$ cat src/rtl/buck_protect_dim_adc_regs.vh
// Constants for the buck protection, dimming and converter sequencer block
// Behaviour
// RULE_01: Over-limit periods counted up to persist count plus one
// RULE_02: Counter clears below limit, disabled, dimming start
// RULE_03: Reached count holds buck off until flag read
// RULE_04: Reading latched flag re-enables the buck channel
// RULE_05: Buck enable follows control input delayed 5.5 us
// RULE_06: Controller dims at constant frequency above 300 Hz
// RULE_07: Eight-bit converter samples boost, supply, temperature, strings
// RULE_08: Sequencer autonomous; reads return last result undisturbed
// RULE_09: 8 us slots, boost every 16 us, sequence 32 us
// RULE_10: Nonzero interval forces string samples every interval sequences
// RULE_11: Buck enable falling edge requests string-on sample
// RULE_12: Input high updates both string registers, else plain
// RULE_13: One channel served per full sequence
// RULE_14: Priority starts at channel one and toggles when served
// RULE_15: Every result carries odd parity in bit 8
// RULE_16: Supply code scaled 4/255 volt per code
// RULE_17: Boost code scaled 70/255 volt per code
// RULE_18: Temperature code used for warning and shutdown
// RULE_19: Warning flag latches when temperature reaches threshold
// RULE_20: Overcurrent latches flag in status 0x13, disables buck
// RULE_21: Two-bit persist count gives one to four periods
`ifndef BUCK_PROTECT_DIM_ADC_REGS_VH
`define BUCK_PROTECT_DIM_ADC_REGS_VH
`define CLK_MHZ 25
`define DIM_DELAY_NS 5500
`define DIM_DELAY_CYC ((`DIM_DELAY_NS * `CLK_MHZ) / 1000)
`define SLOT_NS 8000
`define SLOT_CYC ((`SLOT_NS * `CLK_MHZ) / 1000)
`define STATUS_OC_ADDR 8'h13
`define STATUS_TW_ADDR 8'h14
`define ADDR_SUPPLY 8'h20
`define ADDR_BOOST 8'h21
`define ADDR_TEMP 8'h22
`define ADDR_ON1 8'h23
`define ADDR_ON2 8'h24
`define ADDR_STR1 8'h25
`define ADDR_STR2 8'h26
`define OC_FLAG1_BIT 0
`define OC_FLAG2_BIT 1
`define TW_FLAG_BIT 0
`define TW_THR_RESET 8'hB3
`define SLOT_BOOST_A 2'h0
`define SLOT_SUPPLY 2'h1
`define SLOT_BOOST_B 2'h2
`define SLOT_TEMP 2'h3
`define MUX_BOOST 3'h0
`define MUX_SUPPLY 3'h1
`define MUX_TEMP 3'h2
`define MUX_STR1 3'h3
`define MUX_STR2 3'h4
`endif

$ cat src/rtl/buck_protect_dim_adc.v
// Overcurrent persistence, digital dimming delay and converter sequencer
`timescale 1ns/100ps
`default_nettype none
`include "buck_protect_dim_adc_regs.vh"
module buck_protect_dim_adc #(
	parameter PERSIST_W = 2
) (
	input wire clk,
	input wire rst_n,
	input wire [1:0] dimming_control_input,
	input wire [1:0] channel_enable,
	input wire [1:0] buck_period_pulse,
	input wire [1:0] over_limit,
	input wire [PERSIST_W-1:0] overcurrent_persist_count,
	input wire [8:0] forced_sample_interval,
	input wire [7:0] thermal_warning_threshold,
	input wire thermal_shutdown_level_hit,
	output reg [2:0] adc_mux_sel,
	output reg adc_start,
	input wire adc_done,
	input wire [7:0] adc_result,
	input wire rd_en,
	input wire [7:0] rd_addr,
	output reg [8:0] rd_data,
	output reg [1:0] buck_enable,
	output reg [1:0] overcurrent_latched_flag,
	output reg thermal_warning_flag,
	output reg thermal_shutdown_flag
);
	localparam SLOT_CYC = `SLOT_CYC;
	localparam [1:0] SQ_START = 2'h0;
	localparam [1:0] SQ_WAIT = 2'h1;
	localparam [1:0] SQ_NEXT = 2'h2;

	// Odd parity: bit 8 makes the count of ones odd
	function [8:0] with_parity;
		input [7:0] v;
		begin
			with_parity = {~^v, v}; // [RULE_15]
		end
	endfunction

	// Read of one status address; such reads clear latched flags
	function rd_hit;
		input en;
		input [7:0] addr;
		input [7:0] target;
		begin
			rd_hit = en && (addr == target);
		end
	endfunction

	reg [1:0] ctl_s0_q, ctl_s1_q, ctl_s2_q, ctl_q;
	wire [1:0] dly_out;
	reg [1:0] dly_prev_q;
	reg [PERSIST_W:0] oc_cnt_q [0:1];
	reg [1:0] oc_trip_q;
	reg [8:0] res_supply_q, res_boost_q, res_temp_q;
	reg [8:0] res_on_q [0:1];
	reg [8:0] res_str_q [0:1];
	reg [1:0] slot_q;
	reg [1:0] sq_state_q;
	reg [7:0] slot_cnt_q;
	reg [1:0] pend_q;
	reg prio_q;
	reg serve_active_q, serve_ch_q, serve_on_q;
	reg block_q;
	reg [8:0] seq_cnt_q;
	reg forced_q;
	wire [1:0] dim_fall;
	wire [1:0] dim_rise;
	wire seq_end;
	wire pick_ch;
	wire can_serve;

	// Three-stage synchroniser, change accepted when last two agree
	always @(posedge clk or negedge rst_n) begin
		if (!rst_n) begin
			ctl_s0_q <= 2'h0;
			ctl_s1_q <= 2'h0;
			ctl_s2_q <= 2'h0;
			ctl_q <= 2'h0;
		end else begin
			ctl_s0_q <= dimming_control_input;
			ctl_s1_q <= ctl_s0_q;
			ctl_s2_q <= ctl_s1_q;
			ctl_q <= (ctl_s1_q & ctl_s2_q) | (ctl_q & (ctl_s1_q | ctl_s2_q));
		end
	end

	// Per-channel dimming delay and overcurrent persistence
	genvar g;
	generate
		for (g = 0; g < 2; g = g + 1) begin : chan
			dim_delay_line #(
				.DELAY_CYC(`DIM_DELAY_CYC)
			) u_dly (
				.clk(clk),
				.rst_n(rst_n),
				.level_in(ctl_q[g]),
				.level_out(dly_out[g])
			);

			assign dim_fall[g] = dly_prev_q[g] & ~dly_out[g];
			assign dim_rise[g] = ~dly_prev_q[g] & dly_out[g];

			// Counts over-limit periods and trips at count plus one
			always @(posedge clk or negedge rst_n) begin
				if (!rst_n) begin
					oc_cnt_q[g] <= {(PERSIST_W+1){1'b0}};
					oc_trip_q[g] <= 1'b0;
					overcurrent_latched_flag[g] <= 1'b0;
				end else begin
					if (oc_trip_q[g]) begin
						oc_cnt_q[g] <= {(PERSIST_W+1){1'b0}};
					end else if (!channel_enable[g] || dim_rise[g]) begin
						oc_cnt_q[g] <= {(PERSIST_W+1){1'b0}}; // [RULE_02]
					end else if (buck_period_pulse[g]) begin
						if (!over_limit[g]) begin
							oc_cnt_q[g] <= {(PERSIST_W+1){1'b0}}; // [RULE_02]
						end else begin
							oc_cnt_q[g] <= oc_cnt_q[g] + 1'b1; // [RULE_01]
						end
					end
					// Trip at persist count plus one, i.e. 1..4 periods [RULE_21]
					if (!oc_trip_q[g] && buck_period_pulse[g] && over_limit[g] &&
						channel_enable[g] && !dim_rise[g] &&
						(oc_cnt_q[g] == {1'b0, overcurrent_persist_count})) begin
						oc_trip_q[g] <= 1'b1; // [RULE_03]
						overcurrent_latched_flag[g] <= 1'b1; // [RULE_20]
					end else if (rd_hit(rd_en, rd_addr, `STATUS_OC_ADDR)) begin
						// Read clears the flag and releases the buck
						oc_trip_q[g] <= 1'b0; // [RULE_04]
						overcurrent_latched_flag[g] <= 1'b0;
					end
				end
			end
		end
	endgenerate

	// Buck enable: delayed dimming level gated by protection
	always @(posedge clk or negedge rst_n) begin
		if (!rst_n) begin
			dly_prev_q <= 2'h0;
			buck_enable <= 2'h0;
		end else begin
			dly_prev_q <= dly_out;
			buck_enable <= dly_out & channel_enable & ~oc_trip_q &
				{2{~thermal_shutdown_flag}}; // [RULE_05] [RULE_03]
		end
	end

	// Thermal flags: warning from the temperature code, shutdown set by thermal_shutdown_level_hit
	always @(posedge clk or negedge rst_n) begin
		if (!rst_n) begin
			thermal_warning_flag <= 1'b0;
			thermal_shutdown_flag <= 1'b0;
		end else begin
			if (res_temp_q[7:0] >= thermal_warning_threshold) begin
				thermal_warning_flag <= 1'b1; // [RULE_19] [RULE_18]
			end else if (rd_hit(rd_en, rd_addr, `STATUS_TW_ADDR)) begin
				thermal_warning_flag <= 1'b0;
			end
			if (thermal_shutdown_level_hit) begin
				thermal_shutdown_flag <= 1'b1; // [RULE_18]
			end else if (res_temp_q[7:0] < thermal_warning_threshold) begin
				thermal_shutdown_flag <= 1'b0;
			end
		end
	end

	assign seq_end = (sq_state_q == SQ_NEXT) && (slot_q == `SLOT_TEMP);
	assign pick_ch = (pend_q == 2'h3) ? prio_q : pend_q[1];
	assign can_serve = !block_q && (pend_q != 2'h0) &&
		(slot_q == `SLOT_BOOST_A || slot_q == `SLOT_BOOST_B);

	// Sequencer: boost, supply, boost, temperature, 8 us each
	always @(posedge clk or negedge rst_n) begin
		if (!rst_n) begin
			slot_q <= `SLOT_BOOST_A;
			sq_state_q <= SQ_START;
			slot_cnt_q <= 8'h00;
			adc_mux_sel <= `MUX_BOOST;
			adc_start <= 1'b0;
			pend_q <= 2'h0;
			prio_q <= 1'b0;
			serve_active_q <= 1'b0;
			serve_ch_q <= 1'b0;
			serve_on_q <= 1'b0;
			block_q <= 1'b0;
			seq_cnt_q <= 9'h000;
			forced_q <= 1'b0;
			res_supply_q <= 9'h100;
			res_boost_q <= 9'h100;
			res_temp_q <= 9'h100;
			res_on_q[0] <= 9'h100;
			res_on_q[1] <= 9'h100;
			res_str_q[0] <= 9'h100;
			res_str_q[1] <= 9'h100;
		end else begin
			adc_start <= 1'b0;
			// Falling delayed dimming level requests a string-on sample [RULE_11]
			pend_q <= pend_q | dim_fall | {2{forced_q}};
			case (sq_state_q)
				SQ_START: begin
					if (can_serve && !serve_active_q) begin
						serve_active_q <= 1'b1;
						serve_ch_q <= pick_ch;
						serve_on_q <= ctl_q[pick_ch]; // [RULE_12]
						adc_mux_sel <= pick_ch ? `MUX_STR2 : `MUX_STR1;
						pend_q[pick_ch] <= 1'b0;
						prio_q <= ~pick_ch; // [RULE_14]
						block_q <= 1'b1; // [RULE_13]
						forced_q <= 1'b0;
					end else begin
						case (slot_q)
							`SLOT_SUPPLY: adc_mux_sel <= `MUX_SUPPLY;
							`SLOT_TEMP: adc_mux_sel <= `MUX_TEMP;
							default: adc_mux_sel <= `MUX_BOOST;
						endcase
					end
					adc_start <= 1'b1; // [RULE_07] [RULE_08]
					slot_cnt_q <= 8'h00;
					sq_state_q <= SQ_WAIT;
				end
				SQ_WAIT: begin
					// Start and next states take a cycle each, so a slot is SLOT_CYC long
					if (slot_cnt_q != SLOT_CYC - 3) begin
						slot_cnt_q <= slot_cnt_q + 8'h01; // [RULE_09]
					end
					// Results stored only on completion; reads see last one
					if (adc_done) begin
						if (serve_active_q) begin
							res_str_q[serve_ch_q] <= with_parity(adc_result); // [RULE_12]
							if (serve_on_q) begin
								res_on_q[serve_ch_q] <= with_parity(adc_result);
							end
						end else begin
							case (slot_q)
								`SLOT_SUPPLY: res_supply_q <= with_parity(adc_result); // [RULE_16]
								`SLOT_TEMP: res_temp_q <= with_parity(adc_result);
								default: res_boost_q <= with_parity(adc_result); // [RULE_17]
							endcase
						end
					end
					if (slot_cnt_q == SLOT_CYC - 3) begin
						sq_state_q <= SQ_NEXT;
					end
				end
				SQ_NEXT: begin
					if (serve_active_q) begin
						serve_active_q <= 1'b0;
					end else begin
						slot_q <= slot_q + 2'h1;
					end
					if (seq_end && !serve_active_q) begin
						block_q <= 1'b0; // [RULE_13]
						// Forced sample every interval sequences [RULE_10]
						if (forced_sample_interval != 9'h000) begin
							if (seq_cnt_q + 9'h001 >= forced_sample_interval) begin
								seq_cnt_q <= 9'h000;
								forced_q <= 1'b1;
							end else begin
								seq_cnt_q <= seq_cnt_q + 9'h001;
							end
						end else begin
							seq_cnt_q <= 9'h000;
						end
					end
					sq_state_q <= SQ_START;
				end
				default: sq_state_q <= SQ_START;
			endcase
		end
	end

	// Register read port; reads have no side effect on sequencing
	always @(posedge clk or negedge rst_n) begin
		if (!rst_n) begin
			rd_data <= 9'h000;
		end else if (rd_en) begin
			case (rd_addr)
				`ADDR_SUPPLY: rd_data <= res_supply_q;
				`ADDR_BOOST: rd_data <= res_boost_q;
				`ADDR_TEMP: rd_data <= res_temp_q;
				`ADDR_ON1: rd_data <= res_on_q[0];
				`ADDR_ON2: rd_data <= res_on_q[1];
				`ADDR_STR1: rd_data <= res_str_q[0];
				`ADDR_STR2: rd_data <= res_str_q[1];
				`STATUS_OC_ADDR: rd_data <= {7'h00, overcurrent_latched_flag};
				`STATUS_TW_ADDR: rd_data <= {7'h00, thermal_shutdown_flag, thermal_warning_flag};
				default: rd_data <= 9'h000;
			endcase
		end
	end
endmodule
`default_nettype wire

$ cat src/rtl/dim_delay_line.v
// Fixed delay from a synchronised dimming input to the buck enable
`timescale 1ns/100ps
`default_nettype none
`include "buck_protect_dim_adc_regs.vh"
module dim_delay_line #(
	parameter DELAY_CYC = `DIM_DELAY_CYC
) (
	input wire clk,
	input wire rst_n,
	input wire level_in,
	output reg level_out
);
	reg [DELAY_CYC-1:0] shift_q;

	// Shift register delays both edges equally so duty is kept
	always @(posedge clk or negedge rst_n) begin
		if (!rst_n) begin
			shift_q <= {DELAY_CYC{1'b0}};
			level_out <= 1'b0;
		end else begin
			shift_q <= {shift_q[DELAY_CYC-2:0], level_in}; // [RULE_05]
			level_out <= shift_q[DELAY_CYC-1];
		end
	end
endmodule
`default_nettype wire

$ cat config.mk
export PLATFORM = sky130hd
export DESIGN_NAME = buck_protect_dim_adc
export DESIGN_NICKNAME = d
export VERILOG_FILES = /design/src/rtl/buck_protect_dim_adc.v /design/src/rtl/dim_delay_line.v
export VERILOG_INCLUDE_DIRS = /design/src /design/src/rtl
export SDC_FILE = /design/constraint.sdc
export NUM_CORES = 1
export LEC_CHECK = 0
export ABC_AREA = 1
export BUFFER_PORTS_ARGS = -buffer_cell sky130_fd_sc_hd__buf_2
export CAP_MARGIN = 25
export CORE_MARGIN = 8
export CORE_UTILIZATION = 35
export DETAILED_ROUTE_END_ITERATION = 10
export PLACE_DENSITY = 0.53
export RECOVER_POWER = 100
export SLEW_MARGIN = 40
export SYNTH_ARGS = -nofsm -noshare
export SYNTH_HDL_FRONTEND = slang
export SYNTH_SLANG_ARGS = --single-unit
$ cat constraint.sdc
create_clock -name clk -period 2.4 [get_ports clk]
set_input_delay 0.48 -clock clk [delete_from_list [all_inputs] [get_ports clk]]
set_output_delay 0.48 -clock clk [all_outputs]
set_load 0.005 [all_outputs]
==> results of run 1 <==
## cells by family (layout without fill, tap and decap cells)
logic type,after synthesis,count (layout)
DFF,403,403
buffers and inverters,113,265
and+or+nand+nor,395,395
adders and majority gates,28,28
AOI/OAI and AO/OA,109,109
xor gates and xnor gates,20,20
## flip-flops by register name, indices dropped and copies added (netlist names), 3 cells and up
signal	flops
rd_data	9
adc_mux_sel	3
oc_cnt_q	6
res_boost_q	9
seq_cnt_q	9
res_temp_q	9
res_on_q	18
res_str_q	18
res_supply_q	9
chan.u_dly.shift_q	274
slot_cnt_q	8
## where the power goes
part           switching [mW]  internal, mW  leakage [nW]
Clock                    2.52          3.79         0.677
Combinational           0.289         0.102          2.17
Sequential             0.0812          6.99          5.24
## final cells by class
cell class,instances,area (sq um)
Timing Repair inverter,1,7.51
Tap cell,518,648
Timing Repair Buffer,93,474
Sequential cell,403,10100
Fill cell,3684,22500
Inverter,97,368
Multi-Input combinational cell,552,2950
Clock buffer,58,1190
Clock inverter,16,173
## metrics by stage
step | area (sq um) | std cells
after floorplan | 13500 | 1068
after global placement | 14600 | 1658
after detailed placement | 14600 | 1658
after CTS | 16000 | 1733
after global routing | 15900 | 1738
final | 15900 | 1738
## worst max-delay path by stage
| stage | from | to | slack (ns) | cells after the start |
|---|---|---|---|---|
| CTS | seq_cnt_q[1] | seq_cnt_q[3] | 0.10 | 12 |
| finish | seq_cnt_q[1] | seq_cnt_q[8] | 0.03 | 11 |
| global route | seq_cnt_q[1] | seq_cnt_q[8] | -0.11 | 14 |
| floorplan | seq_cnt_q[0] | seq_cnt_q[0] | 0.25 | 14 |
| global placement | seq_cnt_q[1] | seq_cnt_q[6] | 0.02 | 14 |
| detailed placement | seq_cnt_q[1] | seq_cnt_q[3] | -0.02 | 12 |
## Yosys cell counts, types with 4 or more instances
cell        n  area [sq um]
inv_1      86           323
a21oi_1    20           100
buf_4       4          30.0
nand3_1    78           390
nor2_2      9          56.3
dfrtp_1   396          9910
o21ai_2    22           193
xor2_1     14           123
nor2_1     52           195
nand2_2     4          25.0
xnor2_1     6          52.6
o21ai_1    32           160
nand2_1   216           811
nand4_1    17           106
o21ai_0    24           120
buf_2       4          20.0
dfstp_2     7           184
inv_2       8          30.0
nor3_1      7          35.0
clkbuf_1    5          18.8
ha_1       26           325
## timing repair
action | in CTS | in global routing
hold buffers | 1 | 0
pin swaps | 0 | 11
gates resized for setup | 1 | 22
cloned | 0 | 1
hold endpoints to repair | 55 | 0
endpoints found under the setup margin | 9 | 9
buffers inserted | 0 | 4
## metal layers
metal | vias up | part of all wire, % | track usage [%]
met5 | - | 0 | 0
met4 | 0 | 2.5 | 3.55
met3 | 45 | 5.0 | 2.43
met2 | 150 | 43 | 16.6
met1 | 3848 | 49 | 16.6
li1 | 3662 | - | -
## worst max-delay path: cells and delay by family (launching register included)
| family | cells | cell delay (ns) |
|---|---|---|
| compound gates | 1 | 0.18 |
| simple gates | 6 | 0.80 |
| buf+inv | 1 | 0.24 |
| flops | 1 | 0.39 |
| fa+ha+maj | 2 | 0.51 |
| xor+xnor | 1 | 0.18 |
==> summary.md, run 1 <==
| Metric | Value |
|---|---|
| Final Net Count | 1262 |
| Mux share of post-synthesis cell area | 0% |
| Crit path launch type | register |
| Crit path arrival time | about 2.8 ns |
| Worst hold stages | 1 |
| CTS tree | yes |
| Pwr Density | between 800 and 900 nW/um^2 |
| Routability Congestion | 0.788 |
| Layout cells sized above 1 | between 15 and 20% |
| Largest family of logic cells by synthesized area | simple AND/OR/NAND/NOR gates |
| Ant diodes | 0 |
| Gr usage total | a little under an eighth |
| CP max stage delay | between 0.3 and 0.4 ns |
| Die H | roughly 210 microns |
| Final hold slack | ~0.064 ns |
| Setup TNS Final | 0 ns |
| FMAX | between 400 and 500 MHz |
| Synth cell types | 38 |
| Iteration-0 DRC Markers | 500 |
| Yosys reg bits | 403 |
| Vias | 7705 |
| Post-route DRC | 0 |
| Post-synthesis instance total | about 1100 |
| Clock Sinks | 403 |
| Drt first pass iters | 6 |
| Total Power | between 10 and 15 mW |
| I/O Buffers | 66 |
| Worst setup EP type | register |
| Global-route wire length before repair | between 40000 and 50000 microns |
| Netlist Area Pre-Place | 13500 sq um |
| Worst-path cell chain | ha_2, nand3_4, nor3_4, xor2_2, ha_1, a21o_1, nor2_1, nand4_1, clkinvlp_4, nand3_2, nand2_1 |
| Hold Violations, Final | 0 |
| Fin crit share | 98.6% |
| CP Class | register to register |
| Wire length per cell | approximately 14 microns |
| Yosys warnings | 0 |
| Adder-cell area share of the yosys netlist | roughly 2.6% |
| Final ANT Viol Nets | 0 |
| Via density | 4.43 |
| Final min period | around 2.4 ns |
| Mean Syn Cell Area | 12.6 sq um |
| Ports | between 60 and 70 |
| CP max FO | 4 |
| Initial core utilization | between 30% and 40% |
| FF-to-FF End | seq_cnt_q[8] |
| Internal reg-to-reg setup slack | roughly 0.033 ns |
| Core Region | ~38000 sq um |
| Clk_lat worst skew | 0.52 ns |
| CTS HTree Levels | 2 |
| Critical-path top delay cell | dfrtp_1 |
| Complex-gate fraction of the synthesized area | roughly 4.9% |
| Peak supply drop | between 0.7 and 0.8 mV |
| Vias in the first global route | slightly below 8000 |
| Clk buf depth | 3 |
| Clk_skew | ~0.0084 ns |
| Hold-critical path endpoint | ctl_s0_q[1] |
| Maxcap violations | 0 |
| Drt total wl | 24700 microns |
| Hold Path Class | primary input to register |
| CP required | 2.87 ns |
| Hold wc startpoint | dimming_control_input[1] |
| Hpwl dp | 15700 microns |
| Post-synthesis async set-or-reset flop share | 100% |
| Rel. slew slack | 30.7% |
| Outcome | complete, no violations |
| Synthesis-to-finish area growth | 17.9% |
| Most frequent cells in the layout | dfrtp_1 (394), nand2_1 (216), inv_1 (87) |
| Die width | 212 microns |
| Simple-Gate Fraction of Synth Area | 12.9% |
| RR Startpoint | seq_cnt_q[1] |
| Number of enable-type register cells in the synthesized netlist | 0 |
| Number of CTS-inserted buffers | 40 |
| Syn Nets | ~1100 |
| RSZ-0062 raised after global routing | yes |
| Synth Area in XOR/XNOR | about 1.3% |
| R2R depth | 11 |
| Die area | 45100 sq um |
| Tightest Pin Transition | 1.04 ns |
| Smallest setup slack after layout | ~0.033 ns |
| Initial antenna violation count | 0 |
| Top FF cell, synth | dfrtp_1 |
| Pleak | between 8 and 9 nW |
| GRT Residual Overflow | 0 |
| Pre-CTS WS | -0.0208 ns |
| Clk pin slew, worst setup/hold paths | 0.07 ns |
| Sequential area share after synthesis | around 75% |
| Clock Root Buffer | clkbuf_16 |
| Util after Layout | about two fifths |
| Slew Viols, Final | 0 |
| Largest net degree at the start of global routing | between 70 and 80 |
| Endpoints failing setup | 0 |
| Row count | between 70 and 80 |
| Most common cell after layout, fill and taps aside | dfrtp_1 |
No activity file was read; power rests on OpenSTA's default activity.
==> inputs of run 2 (changes only) <==
- CORE_UTILIZATION: 35 -> 60
- GPL_TIMING_DRIVEN: not set -> 0
- PLACE_DENSITY: 0.53 -> 0.81
==> run 2 against run 1 <==
  * Clock-buffer cell count is 9 lower
  * Largest power group unchanged
  * Total power decreased by 2.2%
  * First-iteration DRC count up 61%
  * Via count rose by 4.2%
  * Clock skew is 0.012 ns higher
  * Sequential power barely moved
  * Register-to-register slack gained 0.02 ns
  * Clock power is 5.5% lower
  * Hold slack about the same
  * Critical path type unchanged
  * Setup slack better by 0.020 ns
  * Global-route usage up 9.3 points
  * Non-clock buffer count down 2
==> summary.md, run 2 (synthesis results as in run 1) <==
| Metric | Value |
|---|---|
| Synthesis-to-finish area growth | 15.3% |
| I/O Buffers | 66 (unchanged) |
| Initial core utilization | 60.3% (+25 points) |
| Gr usage total | 20.6% (+9.3 points) |
| Smallest setup slack after layout | 0.0536 ns (+0.0201 ns) |
| Drt total wl | 27500 microns (+11%) |
| Die H | 166 microns (-22%) |
| CTS HTree Levels | 2 (unchanged) |
| Reg with most FFs | chan.u_dly.shift_q |
| Top flop regs | chan.u_dly.shift_q (274), res_on_q (18), res_str_q (18) |
| Worst setup EP type | register |
| Die area | 27500 sq um (-39%) |
| Routability Congestion | 0.908 (+15%) |
| Crit path launch type | register |
| Wire length per cell | 18.4 microns (+29%) |
| CP Class | register to register |
| CP required | 2.81 ns (-0.06 ns) |
| CTS tree | yes |
| Final Net Count | 1258 (-0.32%) |
| Combinational Power Share | 3.1% (+0.3 points) |
| FILL cells | 1487 (-60%) |
| Internal Power | 10.5 mW (-3.3%) |
| Drt first pass iters | 10 (+4) |
| Crit path arrival time | 2.76 ns (-0.07 ns) |
| Endpoints failing setup | 0 (unchanged) |
| Net Switching | 2.94 mW (+1.7%) |
| Layout cells sized above 1 | 14.9% (-1.3 points) |
| Final min period | 2.35 ns (-0.0201 ns) |
| Routed length on met2 | 13300 microns (+25%) |
| Layout Cells excl Fill | 1495 (-14%) |
| Pleak | 7.99 nW (-1.2%) |
| Outcome | complete, no violations |
| Die width | 166 microns (-22%) |
| Ports | 67 (unchanged) |
| Vias | 8029 (+4.2%) |
| Most frequent cells in the layout | dfrtp_1 (395), nand2_1 (216), inv_1 (86) |
| Core Region | 22400 sq um (-42%) |
| Clock Root Buffer | clkbuf_16 |
| DP Area | 14300 sq um (-2.2%) |
| Peak supply drop | 0.778 mV (+6.4%) |
| Net Sw Frac | 21.8% (+0.84 points) |
| Clk_lat worst skew | 0.53 ns (about the same) |
| Placed cell count | 1424 (-14%) |
| Hpwl dp | 16700 microns (+6.4%) |
| Via density | 5.37 (+21%) |
| Register area | 10100 sq um (about the same) |
| Clock power frac | 44.3% (-1.5 points) |
| Final hold slack | 0.0632 ns (-0.000480 ns) |
| Flip-flop count of the largest register after layout | 274 (unchanged) |
| Row count | 55 (-24%) |
| Hold Violations, Final | 0 (unchanged) |
| Flop pwr share | 52.6% (+1.2 points) |
| Ant diodes | 0 (unchanged) |
| Highest metal used | met4 |
| Clk pin slew, worst setup/hold paths | 0.06 ns (about the same) |
| Slew Viols, Final | 0 (unchanged) |
| Largest net degree at the start of global routing | 85 (+9.0%) |
| Maxcap violations | 0 (unchanged) |
| Iteration-0 DRC Markers | 804 (+61%) |
| Multi-input logic area | 2960 sq um (+0.13%) |
| Vias in the first global route | 8609 (+11%) |
| FMAX | 426 MHz (+0.86%) |
| RSZ-0062 raised after global routing | yes |
| Post-route DRC | 0 (unchanged) |
| Fin crit share | 97.8% (-0.84 points) |
| Rel. slew slack | 50.5% (+20 points) |
| Final ANT Viol Nets | 0 (unchanged) |
| Clk_skew | 0.0204 ns (+0.0120 ns) |
| Clock Sinks | 403 (unchanged) |
| Global-route wire length before repair | 45300 microns (+9.8%) |
| Most common cell after layout, fill and taps aside | dfrtp_1 |
| Setup TNS Final | 0 ns (unchanged) |
| Number of CTS-inserted buffers | 38 (-5.0%) |
| Internal reg-to-reg setup slack | 0.05 ns (+0.02 ns) |
| Tightest Pin Transition | 0.740 ns (-0.299 ns) |
| GRT Residual Overflow | 0 (unchanged) |
| Clk buf depth | 3 (unchanged) |
| Pre-CTS WS | -0.187 ns (-0.166 ns) |
| CP max FO | 4 (unchanged) |
| Wire length on met3 | 1710 microns (+38%) |
| Initial antenna violation count | 0 (unchanged) |
| Hold Path Class | primary input to register |
| Pwr Density | 865 nW/um^2 (about the same) |
| Final Cell Area | 15600 sq um (-2.2%) |
| M1 wire length | 11600 microns (-4.5%) |
==> run 2: cell count changes in the layout (fill, tap and decap cells not counted), sizes merged <==
cell      before  now
buf           62   63
bufinv         3    4
clkinv        13    7
clkbuf        88   76
clkinvlp       3    7
inv           95   97
==> run 2: worst paths after layout <==
check                                           from                          to  cells after the start
max in group asynchronous                      rst_n               res_str_q[17]                      5
max                                     seq_cnt_q[1]                seq_cnt_q[0]                     15
min in group asynchronous                      rst_n  chan[1].u_dly.shift_q[132]                      2
min reg2reg                chan[0].u_dly.shift_q[60]   chan[0].u_dly.shift_q[61]                      0
min                         dimming_control_input[0]                 ctl_s0_q[0]                      1
max reg2reg                             seq_cnt_q[1]                seq_cnt_q[0]                     15
==> run 2: metal layers <==
layer / vias to the layer above / global-route usage (%)
met4: 0 / 7.79
met3: 68 / 3.85
li1: 3658 / -
met1: 4005 / 27.5
met5: - / 0
met2: 298 / 33.4
==> run 2: worst max-delay path, stage by stage (launching register included) <==
cell and delay (ns):
dfrtp_1 0.44, ha_4 0.19, nand3_4 0.11, inv_2 0.09, nand3_2 0.08, xor2_1 0.14
inv_1 0.09, ha_4 0.27, nand2_2 0.05, nor2_4 0.13, nand3b_1 0.09, nand4_1 0.12
buf_6 0.13, clkinvlp_4 0.15, nand3_2 0.11, nand2_2 0.04
==> run 2: area by class of cell <==
class	count	share of cell area, %
repair inverters	1	0.0483
clock buffers	49	6.44
clock inverters	17	1.48
flip-flops and latches	403	64.9
repair buffers	75	2.90
plain buffers	16	0.579
well taps	285	2.29
inverters	97	2.36
multi-input cells	552	19.0
==> run 2: power groups by stage <==
stage / clock (mW) / combinational, mW / sequential (mW)
CTS: 6.08 / 0.441 / 7.09
detailed placement: 0 / 0.435 / 7.20
finish: 5.96 / 0.418 / 7.09
floorplan: 0 / 0.162 / 7.16
global placement: 0 / 0.383 / 7.20
global route: 6.34 / 0.479 / 7.10
==> run 2: timing repair <==
action,in CTS,in global routing
hold buffers,1,0
resized for setup,3,23
gates cloned,0,1
setup endpoints to repair,10,10
setup buffers,0,3
pin swaps,0,10
endpoints found under the hold margin,68,0
==> run 2: through the flow <==
stage               util, %  power (mW)
finish                 69.6        13.5
global route           69.6        13.9
CTS                    69.7        13.6
detailed placement     64.1        7.64
global placement       63.4        7.58
floorplan                 -        7.32
==> inputs of run 3 (changes only) <==
- CTS_BUF_LIST: not set -> sky130_fd_sc_hd__clkbuf_8
==> run 3 against run 2 <==
  * Via count grew 1.4%
  * Routed wire length decreased by 5.3%
  * Setup slack got worse by 0.039 ns
  * Die area stayed put
  * Largest cell class unchanged
  * Clock skew increased by 0.0037 ns
  * Clock power decreased by 3%
  * Sequential cell count is the same
  * Design area increased by 0.36%
  * First-iteration DRC count fell by 0.37%
==> summary.md, run 3 (synthesis results as in run 1) <==
| Metric | Value |
|---|---|
| Outcome | complete, no violations |
| Util after Layout | 69.8% (+0.25 points) |
| CP max FO | 4 (unchanged) |
| CP required | 2.90 ns (+0.09 ns) |
| Hpwl dp | 16700 microns (unchanged) |
| Routability Congestion | 0.908 (unchanged) |
| Most common cell after layout, fill and taps aside | dfrtp_1 |
| M3 GR Usage | 4.64% (+0.78 points) |
| Die H | 166 microns (unchanged) |
| Largest delay share family, worst path | simple AND/OR/NAND/NOR gates |
| Clock Sinks | 403 (unchanged) |
| Rel. slew slack | 15.8% (-35 points) |
| Row count | 55 (unchanged) |
| Layout cells sized above 1 | 16.6% (+1.8 points) |
| Flip-flop count of the largest register after layout | 274 (unchanged) |
| DP Area | 14300 sq um (unchanged) |
| Final ANT Viol Nets | 0 (unchanged) |
| Drt total wl | 26100 microns (-5.3%) |
| M1 GR Usage | 26.3% (-1.2 points) |
| Crit path launch type | register |
| Global-route wire length before repair | 43300 microns (-4.4%) |
| Clk buf depth | 3 (unchanged) |
| GRT Residual Overflow | 0 (unchanged) |
| Endpoints failing setup | 0 (unchanged) |
| Slew Viols, Final | 0 (unchanged) |
| Hold Violations, Final | 0 (unchanged) |
| Ports | 67 (unchanged) |
| Final Cell Area | 15600 sq um (+0.36%) |
| Crit path arrival time | 2.88 ns (+0.12 ns) |
| M2 GR Usage | 30.3% (-3.1 points) |
| Largest net degree at the start of global routing | 85 (unchanged) |
| FMAX | 419 MHz (-1.6%) |
| Total Power | 13.3 mW (-1.4%) |
| Critical-path top delay cell | dfrtp_1 |
| Synthesis-to-finish area growth | 15.7% |
| CP Class | register to register |
| Worst setup EP type | register |
| Die width | 166 microns (unchanged) |
| Number of CTS-inserted buffers | 59 (+55%) |
| Clk pin slew, worst setup/hold paths | 0.07 ns (about the same) |
| Initial core utilization | 60.3% (unchanged) |
| Final min period | 2.39 ns (+0.0393 ns) |
| Iteration-0 DRC Markers | 801 (-0.37%) |
| Hold Path Class | primary input to register |
| Maxcap violations | 0 (unchanged) |
| RSZ-0062 raised after global routing | yes |
| Final Net Count | 1281 (+1.8%) |
| Reg with most FFs | chan.u_dly.shift_q |
| CTS tree | yes |
| Via density | 5.28 (-1.7%) |
| Clock Root Buffer | clkbuf_8 |
| Top flop regs | chan.u_dly.shift_q (274), res_on_q (18), res_str_q (18) |
| Combinational Power Share | 3.1% (about the same) |
| Core Region | 22400 sq um (unchanged) |
| Pwr Density | 850 nW/um^2 (-1.7%) |
| Net Switching | 2.95 mW (+0.41%) |
| Placed cell count | 1424 (unchanged) |
| Clk_skew | 0.0241 ns (+0.00367 ns) |
| Vias | 8138 (+1.4%) |
| Ant diodes | 0 (unchanged) |
| Drt first pass iters | 5 (-5) |
| Fin crit share | 99.4% (+1.6 points) |
| Worst-path cell chain | ha_4, nand3_4, nor3_4, xor2_1, ha_1, nand2_2, nor2_4, nand3b_1, nand4_1, buf_6, clkinvlp_4, nand3_2, nand2_1 |
| I/O Buffers | 66 (unchanged) |
| Vias in the first global route | 8537 (-0.84%) |
| Clock power frac | 43.5% (-0.8 points) |
| Peak supply drop | 0.872 mV (+12%) |
| Gr usage total | 19.5% (-1.1 points) |
| Post-route DRC | 0 (unchanged) |
| Initial antenna violation count | 0 (unchanged) |
| Worst Path Buf+Inv | 2 (-2) |
| Tightest Pin Transition | 1.26 ns (+0.522 ns) |
| Internal Power | 10.3 mW (-1.9%) |
| Pleak | 8.13 nW (+1.8%) |
| Clk_lat worst skew | 0.60 ns (+0.07 ns) |
| Layout Cells excl Fill | 1542 (+3.1%) |
| CTS HTree Levels | 2 (unchanged) |
| Grt peak-use layer | met2 |
| Flop pwr share | 53.4% (+0.8 points) |
| Wire length per cell | 16.9 microns (-8.1%) |
| Net Sw Frac | 22.2% (+0.40 points) |
| CP max stage delay | 0.45 ns (about the same) |
| Most frequent cells in the layout | dfrtp_1 (396), nand2_1 (216), inv_1 (108) |
| Die area | 27500 sq um (unchanged) |
run 3: power groups by stage:
stage               combinational, mW  clock (mW)  sequential, mW
finish                          0.414        5.78            7.08
global route                    0.476        6.20            7.10
CTS                             0.439        5.89            7.09
detailed placement              0.435           0            7.20
global placement                0.383           0            7.20
floorplan                       0.162           0            7.16
run 3: worst paths after layout:
check | cells past startpoint | from | slack [ns] | to
setup / recovery | 13 | seq_cnt_q[1] | 0.01 | seq_cnt_q[2]
setup reg to reg | 13 | seq_cnt_q[1] | 0.01 | seq_cnt_q[2]
hold reg to reg | 0 | chan[0].u_dly.shift_q[115] | 0.34 | chan[0].u_dly.shift_q[116]
min in group asynchronous | 2 | rst_n | 0.42 | seq_cnt_q[8]
hold / removal | 2 | thermal_shutdown_level_hit | 0.09 | thermal_shutdown_flag
max in group asynchronous | 5 | rst_n | 0.32 | chan[1].u_dly.shift_q[55]
run 3: metrics by stage:
stage,hold WS (ns),setup slack [ns],TNS [ns]
finish,0.0940,0.0143,0
global route,0.0809,-0.110,-0.566
CTS,0.0716,0.0249,0
detailed placement,0.335,-0.187,-1.55
global placement,0.332,-6.38,-2537.25
floorplan,0.184,0.254,0
run 3: area by class of cell:
cell class	count	area, sq um
buffer	16	87.6
fill	1499	6750
timing repair inverter	1	7.51
clock buffer	77	1060
sequential	403	10100
tap	285	357
timing repair buffer	77	460
multi-input combinational	552	2940
clock inverter	34	244
inverter	97	368
run 3: timing repair:
| item | in CTS | in global routing |
|---|---|---|
| gates resized for setup | 3 | 18 |
| cloned | 0 | 1 |
| pin swaps | 0 | 8 |
| hold endpoints to repair | 70 | 0 |
| setup buffers | 0 | 3 |
| hold buffers | 3 | 0 |
| endpoints found under the setup margin | 9 | 10 |
run 3: metal layers:
layer / share of wire (%) / up-vias
li1: - / 3717
met1: 44 / 4059
met2: 47 / 299
met3: 6.9 / 63
met4: 2.7 / 0
met5: 0 / -
